==> src/bsc_pkg.sv <==
// Constants, tables and types for the six-step motor controller.
// Assumes a 25 MHz system clock and 10-bit converter results on the same clock.
package bsc_pkg;
  localparam int CLK_HZ = 25_000_000;
  localparam int PWM_HZ = 20_000;
  localparam logic [10:0] PWM_PERIOD = 11'(CLK_HZ / PWM_HZ);
  localparam int MS_TIME_US = 1000;
  localparam int MS_CYC_DEF = CLK_HZ / 1_000_000 * MS_TIME_US;
  localparam int WDT_TIME_NS = 7_360_000;
  localparam int WDT_CYC_DEF = CLK_HZ / 1_000_000 * WDT_TIME_NS / 1000;
  localparam int POLE_PAIRS = 2;
  // One electrical turn per (60*f/pp) cycles at 1 rpm
  localparam logic [31:0] SPD_K = 32'(60 * (CLK_HZ / POLE_PAIRS));
  localparam logic [31:0] STEP_ACC = 32'(60 * (CLK_HZ / POLE_PAIRS) / 6);
  localparam logic [7:0] POT_CENTER = 8'h7F;
  localparam int POT_SPAN = 128;
  localparam int SPD_MAX = 3200;
  localparam logic [11:0] SPD_MIN_HALL = 12'd530;
  localparam logic [11:0] SPD_MIN_LESS = 12'd265;
  localparam logic [11:0] SPD_CHG = 12'd600;
  localparam logic [11:0] OL_RAMP = 12'h001;
  localparam logic [15:0] SPD_LIMIT = 16'd3900;
  localparam int VBUS_FS = 111;
  localparam int CODE_FS = 255;
  localparam int OV_V = 28;
  localparam int UV_V = 15;
  localparam logic [7:0] TIMEOUT_MS = 8'd200;
  localparam logic [7:0] ALIGN_MS = 8'd100;
  localparam logic [7:0] OL_VOLT = 8'h30;
  localparam logic [7:0] VMAX = 8'hFF;
  localparam int KP_SH = 4;
  localparam int KI_SH = 8;
  localparam logic signed [23:0] INT_LIM = 24'sh00FF00;
  localparam logic [2:0] NCAP_FULL = 3'h6;
  localparam logic [2:0] STEP_BAD = 3'h7;
  localparam logic [2:0] ERR_NONE = 3'h0;
  localparam logic [2:0] ERR_OC = 3'h1;
  localparam logic [2:0] ERR_OV = 3'h2;
  localparam logic [2:0] ERR_UV = 3'h3;
  localparam logic [2:0] ERR_OS = 3'h4;
  localparam logic [2:0] ERR_TO = 3'h5;
  localparam logic [2:0] ERR_PAT = 3'h6;
  localparam logic [2:0] ERR_WDT = 3'h7;

  typedef enum logic [1:0] {
    SYS_STOPPED = 2'b00, SYS_DRIVING = 2'b01, SYS_ERROR = 2'b10
  } bsc_sys_e;
  typedef enum logic [1:0] {
    RUN_IDLE = 2'b00, RUN_ALIGN = 2'b01, RUN_OPEN = 2'b10, RUN_PI = 2'b11
  } bsc_run_e;

  function automatic logic [2:0] bsc_inc(input logic [2:0] st);
    return (st == 3'h5) ? 3'h0 : st + 3'h1;
  endfunction

  function automatic logic [2:0] bsc_dec(input logic [2:0] st);
    return (st == 3'h0) ? 3'h5 : st - 3'h1;
  endfunction

  function automatic logic [2:0] bsc_hall_step(input logic [2:0] h);
    case (h)
      3'b001: return 3'h0;
      3'b011: return 3'h1;
      3'b010: return 3'h2;
      3'b110: return 3'h3;
      3'b100: return 3'h4;
      3'b101: return 3'h5;
      default: return STEP_BAD;
    endcase
  endfunction

  // Gate order {wh,wl,vh,vl,uh,ul}; high side chops, low side stays on
  function automatic logic [5:0] bsc_gate(input logic [2:0] st, input logic pwm_on);
    logic [1:0] hi;
    logic [1:0] lo;
    hi = (st < 3'h2) ? 2'd0 : (st < 3'h4) ? 2'd1 : 2'd2;
    lo = (st == 3'h0 || st == 3'h5) ? 2'd1 : (st < 3'h3) ? 2'd2 : 2'd0;
    return ({5'h00, pwm_on} << (2 * hi + 1)) | (6'h01 << (2 * lo));
  endfunction
endpackage

==> src/bsc_top.sv <==
// Six-step PMSM controller: speed command, sensing, PI loop, PWM and protection.
// Assumes converter results and user request pulses on clk_sys; Hall and overcurrent
// pins are asynchronous.
module bsc_top
  import bsc_pkg::*;
#(
  parameter int MS_CYC = MS_CYC_DEF,
  parameter int WDT_CYC = WDT_CYC_DEF
) (
  input wire logic clk_sys,
  input wire logic arst_n,
  input wire logic [9:0] speed_cmd_channel,
  input wire logic [9:0] bus_volt_channel,
  input wire logic [9:0] phase_u_channel,
  input wire logic [9:0] phase_v_channel,
  input wire logic [9:0] phase_w_channel,
  input wire logic [2:0] hall_in,
  input wire logic oc_stop_n,
  input wire logic sensorless_mode,
  input wire logic user_stop,
  input wire logic user_drive,
  input wire logic user_reset,
  input wire logic wdt_clear,
  output logic [5:0] gate,
  output logic [1:0] sys_state,
  output logic [2:0] fault_code,
  output logic [15:0] speed_rpm,
  output logic [10:0] duty_cnt
);

  typedef struct packed {
    bsc_sys_e sys;
    bsc_run_e run;
    logic [2:0] hs1;
    logic [2:0] hs2;
    logic [2:0] hs3;
    logic [2:0] hall;
    logic oc1;
    logic oc2;
    logic oc3;
    logic oc;
    logic [2:0] step;
    logic [2:0] hstep;
    logic dir;
    logic [31:0] tmr;
    logic [5:0][31:0] caps;
    logic [2:0] ncap;
    logic [31:0] per;
    logic [14:0] msc;
    logic [7:0] tom;
    logic [7:0] alm;
    logic [31:0] acc;
    logic [11:0] ref_rpm;
    logic zcp;
    logic [15:0] speed;
    logic signed [23:0] integ;
    logic [7:0] vcmd;
    logic [10:0] duty;
    logic [10:0] pwc;
    logic [5:0] gate;
    logic [17:0] wdt;
    logic [2:0] err;
  } bsc_st_s;

  bsc_st_s s;
  bsc_st_s next_s;

  logic [7:0] pot8;
  logic [7:0] bus8;
  logic [7:0] ph8;
  logic [11:0] mag;
  logic [11:0] spd_min;
  logic tick;
  logic wdt_hit;
  logic comm;
  logic pat_err;
  logic sgn;
  logic [2:0] hs_new;
  logic [2:0] drv_step;
  logic [2:0] fcode;
  logic drive_ev;
  logic stop_ev;
  logic [31:0] quo;
  logic [31:0] dq;
  logic signed [16:0] errv;
  logic signed [23:0] isum;
  logic signed [23:0] vt;

  always_comb begin
    next_s = s;
    pot8 = speed_cmd_channel[9:2];
    bus8 = bus_volt_channel[9:2];
    ph8 = 8'h00;
    mag = 12'h000;
    spd_min = sensorless_mode ? SPD_MIN_LESS : SPD_MIN_HALL;
    tick = (s.msc == 15'(MS_CYC - 1));
    wdt_hit = (s.wdt == 18'(WDT_CYC - 1));
    comm = 1'b0;
    pat_err = 1'b0;
    sgn = 1'b0;
    hs_new = bsc_hall_step(s.hall);
    drv_step = s.step;
    fcode = ERR_NONE;
    quo = 32'h0;
    dq = 32'h0;
    errv = 17'sh0;
    isum = 24'sh0;
    vt = 24'sh0;

    // Three-stage sync; a change is taken once stages two and three agree
    next_s.hs1 = hall_in;
    next_s.hs2 = s.hs1;
    next_s.hs3 = s.hs2;
    if (s.hs2 == s.hs3) begin
      next_s.hall = s.hs3;
    end
    next_s.oc1 = oc_stop_n;
    next_s.oc2 = s.oc1;
    next_s.oc3 = s.oc2;
    if (s.oc2 == s.oc3) begin
      next_s.oc = ~s.oc3;
    end

    next_s.tmr = s.tmr + 32'h1;
    next_s.msc = tick ? 15'h0000 : s.msc + 15'h0001;
    next_s.pwc = (s.pwc == PWM_PERIOD - 11'h001) ? 11'h000 : s.pwc + 11'h001;
    if (wdt_clear) begin
      next_s.wdt = 18'h00000;
    end else if (!wdt_hit) begin
      next_s.wdt = s.wdt + 18'h00001;
    end

    // Signed speed command about the pot mid code
    if (pot8 >= POT_CENTER) begin
      mag = 12'(((32'(pot8 - POT_CENTER)) * SPD_MAX) / POT_SPAN);
      next_s.dir = 1'b1;
    end else begin
      mag = 12'(((32'(POT_CENTER - pot8)) * SPD_MAX) / POT_SPAN);
      next_s.dir = 1'b0;
    end
    drive_ev = user_drive | (mag > spd_min);
    stop_ev = user_stop | (mag < spd_min);

    // Floating phase of the present step, compared with half bus
    case (3'(s.step % 3'h3))
      3'h0: ph8 = phase_w_channel[9:2];
      3'h1: ph8 = phase_v_channel[9:2];
      default: ph8 = phase_u_channel[9:2];
    endcase
    sgn = ph8 > {1'b0, bus8[7:1]};

    if (s.sys == SYS_DRIVING) begin
      if (!sensorless_mode) begin
        if (hs_new == STEP_BAD) begin
          pat_err = 1'b1;
        end else if (hs_new != s.hstep) begin
          comm = 1'b1;
          if (hs_new != bsc_inc(s.hstep) && hs_new != bsc_dec(s.hstep)) begin
            pat_err = 1'b1;
          end
        end
      end else if (s.run == RUN_OPEN) begin
        if (s.acc + 32'(s.ref_rpm) >= STEP_ACC) begin
          next_s.acc = s.acc + 32'(s.ref_rpm) - STEP_ACC;
          comm = 1'b1;
        end else begin
          next_s.acc = s.acc + 32'(s.ref_rpm);
        end
      end else if (s.run == RUN_PI) begin
        // Blanking until the next millisecond tick after each step hides the switching edge
        next_s.zcp = sgn;
        if (s.tom != 8'h00 && sgn != s.zcp) begin
          comm = 1'b1;
        end
      end
    end
    if (hs_new != STEP_BAD) begin
      next_s.hstep = hs_new;
    end

    if (comm) begin
      next_s.step = s.dir ? bsc_inc(s.step) : bsc_dec(s.step);
      next_s.caps = {s.caps[4:0], s.tmr};
      if (s.ncap == NCAP_FULL) begin
        next_s.per = s.tmr - s.caps[5];
      end else if (s.ncap != 3'h0) begin
        next_s.per = 32'((s.tmr - s.caps[0]) * 6);
      end
      if (s.ncap != NCAP_FULL) begin
        next_s.ncap = s.ncap + 3'h1;
      end
      next_s.tom = 8'h00;
    end

    if (tick) begin
      if (!comm && s.tom != 8'hFF) begin
        next_s.tom = s.tom + 8'h01;
      end
      quo = (s.per == 32'h0) ? 32'hFFFFFFFF : SPD_K / s.per;
      if (s.ncap < 3'h2) begin
        next_s.speed = 16'h0000;
      end else begin
        next_s.speed = (quo > 32'h0000FFFF) ? 16'hFFFF : quo[15:0];
      end
      case (s.run)
        RUN_ALIGN: begin
          next_s.vcmd = OL_VOLT;
          next_s.alm = s.alm + 8'h01;
          if (s.alm == ALIGN_MS) begin
            next_s.run = RUN_OPEN;
            next_s.ref_rpm = spd_min;
            next_s.step = s.dir ? bsc_inc(s.step) : bsc_dec(s.step);
            next_s.tom = 8'h00;
          end
        end
        RUN_OPEN: begin
          next_s.ref_rpm = s.ref_rpm + OL_RAMP;
          if (s.ref_rpm >= SPD_CHG) begin
            next_s.run = RUN_PI;
            next_s.integ = 24'(OL_VOLT) <<< KI_SH;
          end
        end
        RUN_PI: begin
          errv = $signed({5'h00, mag}) - $signed({1'b0, s.speed});
          isum = s.integ + 24'(errv);
          if (isum > INT_LIM) begin
            isum = INT_LIM;
          end else if (isum < -INT_LIM) begin
            isum = -INT_LIM;
          end
          next_s.integ = isum;
          vt = 24'(errv >>> KP_SH) + (isum >>> KI_SH);
          if (vt < 24'sh0) begin
            next_s.vcmd = 8'h00;
          end else if (vt > 24'(VMAX)) begin
            next_s.vcmd = VMAX;
          end else begin
            next_s.vcmd = vt[7:0];
          end
        end
        default: next_s.vcmd = 8'h00;
      endcase
      // Modulation factor V/E scaled to the carrier period
      dq = (bus8 == 8'h00) ? 32'(PWM_PERIOD) : (32'(s.vcmd) * 32'(PWM_PERIOD)) / 32'(bus8);
      next_s.duty = (dq > 32'(PWM_PERIOD)) ? PWM_PERIOD : dq[10:0];
    end

    // Protection, highest priority first
    if (s.oc) begin
      fcode = ERR_OC;
    end else if (wdt_hit) begin
      fcode = ERR_WDT;
    end else if (s.sys == SYS_DRIVING) begin
      if (pat_err) begin
        fcode = ERR_PAT;
      end else if (tick && 32'(bus8) * VBUS_FS > OV_V * CODE_FS) begin
        fcode = ERR_OV;
      end else if (tick && 32'(bus8) * VBUS_FS < UV_V * CODE_FS) begin
        fcode = ERR_UV;
      end else if (tick && s.speed > SPD_LIMIT) begin
        fcode = ERR_OS;
      end else if (tick && s.run != RUN_ALIGN && s.tom >= TIMEOUT_MS) begin
        fcode = ERR_TO;
      end
    end

    case (s.sys)
      SYS_STOPPED: begin
        if (fcode != ERR_NONE) begin
          next_s.sys = SYS_ERROR;
          next_s.err = fcode;
        end else if (!stop_ev && drive_ev) begin
          next_s.sys = SYS_DRIVING;
          next_s.ncap = 3'h0;
          next_s.tom = 8'h00;
          next_s.alm = 8'h00;
          next_s.acc = 32'h0;
          next_s.integ = 24'sh0;
          next_s.speed = 16'h0000;
          next_s.step = 3'h0;
          next_s.vcmd = OL_VOLT;
          next_s.run = sensorless_mode ? RUN_ALIGN : RUN_PI;
        end
      end
      SYS_DRIVING: begin
        if (fcode != ERR_NONE) begin
          next_s.sys = SYS_ERROR;
          next_s.err = fcode;
          next_s.run = RUN_IDLE;
        end else if (stop_ev) begin
          next_s.sys = SYS_STOPPED;
          next_s.run = RUN_IDLE;
        end
      end
      SYS_ERROR: begin
        if (user_reset) begin
          next_s.sys = SYS_STOPPED;
          next_s.err = ERR_NONE;
          next_s.wdt = 18'h00000;
        end
      end
      default: next_s.sys = SYS_ERROR;
    endcase

    // Hall start takes the pattern from the live Hall code
    drv_step = sensorless_mode ? s.step : (s.dir ? s.hstep : bsc_inc(bsc_inc(bsc_inc(s.hstep))));
    if (next_s.sys == SYS_DRIVING && fcode == ERR_NONE) begin
      next_s.gate = bsc_gate(drv_step, s.pwc < s.duty);
    end else begin
      next_s.gate = 6'h00;
    end
  end

  always_ff @(posedge clk_sys or negedge arst_n) begin
    if (!arst_n) begin
      s <= '0;
      s.hs1 <= STEP_BAD;
      s.hs2 <= STEP_BAD;
      s.hs3 <= STEP_BAD;
      s.oc1 <= 1'b1;
      s.oc2 <= 1'b1;
      s.oc3 <= 1'b1;
    end else begin
      s <= next_s;
    end
  end

  assign gate = s.gate;
  assign sys_state = s.sys;
  assign fault_code = s.err;
  assign speed_rpm = s.speed;
  assign duty_cnt = s.duty;

endmodule // bsc_top

==> config.mk <==
export PLATFORM = sky130hd
export DESIGN_NAME = bsc_top
export DESIGN_NICKNAME = d
export VERILOG_FILES = /design/src/bsc_pkg.sv /design/src/bsc_top.sv
export SDC_FILE = /design/constraint.sdc
export NUM_CORES = 2
export LEC_CHECK = 0
export BUFFER_PORTS_ARGS = -buffer_cell sky130_fd_sc_hd__buf_2
export CAP_MARGIN = 20
export CELL_PAD_IN_SITES_DETAIL_PLACEMENT = 1
export CELL_PAD_IN_SITES_GLOBAL_PLACEMENT = 1
export CORE_ASPECT_RATIO = 0.75
export CORE_UTILIZATION = 35
export DETAILED_ROUTE_END_ITERATION = 10
export HOLD_SLACK_MARGIN = 0.1
export MAX_ROUTING_LAYER = met4
export PLACE_DENSITY = 0.63
export SYNTH_ARGS = -nofsm -noshare
export SYNTH_HDL_FRONTEND = slang
export SYNTH_SLANG_ARGS = --single-unit
==> constraint.sdc <==
create_clock -name clk_sys -period 271.7 [get_ports clk_sys]
set_input_delay 40.755 -clock clk_sys [delete_from_list [all_inputs] [get_ports clk_sys]]
set_output_delay 40.755 -clock clk_sys [all_outputs]
set_load 0.01 [all_outputs]
After elaboration in Yosys (flattened, before gate mapping). Index checks and enable logic that the tools add are counted.

Flip-flop bits (word level): 459. Input bits: 61. Output and inout bits: 38. Logic and storage cells: 272.

Add/subtract/negate cells: 24. Multipliers: 5. Divide/modulo/power cells: 3. $lt $le $gt $ge: 21. Eq/ne operators: 37. Shifts and indexed selects: 2. Mux-type cells: 107. Bitwise operators: 5. Reduce and logical (&&, ||, !) cells: 32.

Operators with widths (number): 48-bit two-way mux (6); 32-bit two-way mux (8); 24-bit two-way mux (5); 3-bit two-way mux (29); 32-bit by 5-bit multiplier with 12-bit output, second input constant (2); 16-bit two-way mux (4); 32-bit subtractor (2); 59-bit two-way mux (1); 18-bit two-way mux (3); 24-bit case mux with 2 select lines (1); 8-bit two-way mux (5); 35-bit two-way mux (1); 32-bit by 1-bit adder with 32-bit output, second input constant (1); 32-bit by 12-bit adder with 32-bit output (1); 19-bit by 8-bit divider with 32-bit output (1); 30-bit by 32-bit divider with 32-bit output, first input constant (1); 32-bit by 27-bit greater-or-equal comparator with 1-bit output, second input constant (1); 32-bit by 11-bit greater-than comparator with 1-bit output, second input constant (1); 32-bit by 16-bit greater-than comparator with 1-bit output, second input constant (1); 32-bit logical NOT (1); 32-bit by 2-bit multiplier with 31-bit output, second input constant (1); 32-bit by 27-bit subtractor with 32-bit output, second input constant (1); 3-bit == test, second input constant (10); 24-bit by 17-bit adder with 24-bit output (1); other kinds (81) (148).

Longest topological paths before layout.
Depth after elaboration: 20. Depth in mapped cells: 720. Mapped depth without buffers: 690.

Worst setup path after synthesis. No wires, ideal clock.

Kind: input port to flip-flop. Start: input bus_volt_channel[8]. End: register s (netlist bit duty_cnt[0]). Library setup time: 122 ps. Arrival time: 125372 ps. Data required time: 271578 ps. Setup slack: 146207 ps. Stages: 444. Path buffers: 32. Path through: inv_1 ha_1 clkbuf_1 and3_1 nand2_1 nor2_1 ha_1 o21a_1 a2111oi_0 ha_1 o21a_1 o21ai_1 or3_2 o21ai_0 ha_1 o21a_1 o22a_1 nand3_1 [408 not listed] nor2_1 a21oi_1 ha_1 a21oi_1 nor2b_1 o21ai_0 nand2b_1 a21oi_1 nor2b_1 o21ai_0 nand2b_1 a21oi_1 nand4_1 a2111oi_0 o211ai_1 a2111oi_0 nand4_1 a32o_1.

Longest elaborated chain between the ends: 4. Elaborated cells on any way between the ends: 5. Those cells by class: 1 x div; 1 x order compare; 2 x mux; 1 x reduce/logical.

RTL lines: from (decl) (RTL line bsc_top.sv:13) `input wire logic [9:0] bus_volt_channel,`; 19-bit by 8-bit divider with 32-bit output / 8-bit logical NOT (equally long branches) (RTL line bsc_top.sv:244) `dq = (bus8 == 8'h00) ? 32'(PWM_PERIOD) : (32'(s.vcmd) * 32'(PWM_PERIOD)) / 32'(bus8);`; 32-bit two-way mux * (RTL line bsc_top.sv:244); 32-bit by 11-bit greater-than comparator with 1-bit output (RTL line bsc_top.sv:245) `next_s.duty = (dq > 32'(PWM_PERIOD)) ? PWM_PERIOD : dq[10:0];`; 11-bit two-way mux * (RTL line bsc_top.sv:245); to (signal assigned) (RTL line bsc_top.sv:324) `s <= next_s;`; to (decl) (RTL line bsc_top.sv:65) `bsc_st_s s;`.

Every way passes the cells marked *; elsewhere a longest branch is shown, timed or not. A chain may end at the register's enable or synchronous reset.

Worst setup path in the final report.
Start: input bus_volt_channel[4]. End: register s (netlist bit duty_cnt[0]).

Same word-level chain as after synthesis.

==> flow_metrics.tcl <==
set metrics [dict create \
    totalWireLength_microns 227000 \
    yosysSeqAreaShare_pct 15.8 \
    die-height_microns 398 \
    via_per_inst 5.59 \
    h-tree-depth 2 \
    cp_max_fo 35 \
    synthArstFlopShare_pct 100 \
    area_growth_pct 7.44 \
    clkLatencyLatePin_ns 0.67 \
    clock.fmax_mhz 6.93 \
    die_x_microns 529 \
    finalCritPeriodShare_pct 53.1 \
    cts_tree "done" \
    cts_buffers 50 \
    synth_top_area_share_pct 18.2 \
    setup_tns_ns 0 \
    ys_warn_count 0 \
    slew_headroom_pct 20.5 \
    drc 0 \
    yosysMostFrequentCell "ha_1" \
    root_buffer "clkbuf_16" \
    core_sq_mm 0.206 \
    synth_area_leaders "ha_1 18%, dfrtp_1 15%, nor2_1 4.9%, a21oi_1 4.9%, o21ai_0 4.5%" \
    dieArea_sq_mm 0.210 \
    synthesis.instances 9563 \
    cts_num_sinks 459 \
    antenna_left 0 \
    cp_slowest_cell "a211oi_2" \
    drt_iter0_markers 3358 \
    num_rows 144 \
    synthesis.area_sq_mm 0.0730 \
    ys.flop_type "dfrtp_1" \
    synth_top_area_cell "ha_1" \
    crit_required_ns 272.24 \
    slowest_delay_ns 0.88 \
    drv_slew 0 \
    synth.distinct_cells 134 \
    grt_overflow 0 \
    io_buffers 88 \
    finalNonFillerCells 12300 \
    worst_setup_path_end_kind "flip-flop" \
    grt_pass1_wl_microns 375000 \
    critPathLaunchType "input port" \
    antenna_found_initial 2 \
    grt_use_total_pct 22.0 \
    tightest_slew_ns 1.18 \
    status "finished clean" \
    firstDrtPassIters 5 \
    gp_congestion 0.860 \
    start_util_pct 35.4 \
    hold_path_class "reg2reg" \
    rsz0062_at_grt "false" \
    cp_common_cell "o21a_1" \
    skew_ns 0.0519 \
    final_nets 10700 \
    ys_seq_elements 459 \
    hpwl_microns 183000 \
    finalSetupViolCount 0 \
    ctsHoldBuffers 0 \
    grt_pass1_vias 70700 \
    place_inst 12200 \
    wl_per_cell_microns 18.4 \
    critical_path_arrival_ns 144.86 \
    synth_edf_count 0 \
    fin_crit_ns 144.33 \
    num_vias 69000 \
    cts_resized 0 \
    final_hold_viol_count 0 \
    ios 99 \
    synth_area_per_cell_sq_um 7.63 \
    grt_start_max_net_pins 167 \
    path_clk_slew_ns 0.07 \
    yosys-top-cells-count "1,061 x ha_1, 955 x nor2_1, 748 x nand2_1" \
    drv_cap 0 \
    drive_above_1_share_pct 8.25 \
    post-cts-setup-buffers 0 \
    clock_path_buffers 3 \
    worst-setup-path-type "in2reg" \
]
[final cells by class]
type,count,area (sq um)
Clock buffer,67,1420
Antenna cell,5,12.5
Sequential cell,459,11500
Tap cell,2774,3470
Multi-Input combinational cell,8257,58200
Inverter,560,2100
Timing Repair Buffer,188,1210
Fill cell,25300,128000
Clock inverter,26,483
[worst max-delay path: cells and delay by family]
family / cells / cell delay [ns]
mux: 3 / 0.87
compound gates: 227 / 54.23
fa+ha+maj: 32 / 9.92
buf+inv: 31 / 4.35
simple gates: 130 / 34.55
[state kept, by name, indices dropped and copies added, names as in the netlist]
| register | flops |
|---|---|
| sys_state | 2 |
| duty_cnt | 11 |
| fault_code | 3 |
| next_s | 8 |
| s | 413 |
| gate | 6 |
| speed_rpm | 16 |
[kinds of logic after synthesis]
kind of cell	Yosys count	share of synthesized area, %
mux	337	5.10
simple gates	3458	23.6
flops	459	15.8
other cells	1	0.00514
fa+ha+maj	1114	19.6
buf+inv	859	4.72
xor+xnor	576	6.95
compound gates	2759	24.3
[worst paths after layout]
path | from | to | slack, ns | cells past startpoint
max reg2reg | s[204] | speed_rpm[0] | 144.29 | 697
min in group asynchronous | arst_n | s[20] | 40.05 | 1
max in group asynchronous | arst_n | s[301] | 229.49 | 3
min | next_s[450] | next_s[447] | 0.36 | 0
max | bus_volt_channel[4] | duty_cnt[0] | 127.37 | 423
min reg2reg | next_s[450] | next_s[447] | 0.36 | 0
[per-layer routing]
metal	vias to the layer above	part of all wire (%)	track usage, %
li1	34400	-	-
met1	33700	51	31.0
met2	723	45	35.1
met3	165	2.8	1.56
met4	0	1.2	2.98
met5	-	0	-
[per-stage QoR]
stage                     hold slack (ns)  utilization (%)  setup slack (ns)  instance area, sq um
after floorplan                     0.345                -            146.21                 73100
after global placement              0.346             37.1            130.19                 76500
after detailed placement            0.348             37.1            128.17                 76500
after CTS                           0.357             38.0            128.36                 78400
after global routing                0.359             38.0            118.39                 78400
final                               0.356             38.0            127.37                 78400
[layout by cell type, fill, tap and decap left out, types with 84 or more instances in the layout]
cell type / instances
a21o_1: 232
a21oi_1: 710
and2_1: 173
buf_2: 87
buf_4: 98
dfrtp_1: 446
ha_1: 1061
inv_1: 552
mux2_2: 271
nand2_1: 747
nand2b_1: 305
nand3_1: 204
nand4_1: 91
nor2_1: 952
nor2b_1: 97
nor3_1: 391
o21a_1: 400
o21ai_0: 655
o31ai_1: 228
or2_2: 90
or3_1: 84
xnor2_1: 374
xor2_1: 200
Power is left out: the tool's default activity adds up to more than one toggle a clock period on the data nets, which glitch-free logic cannot reach.
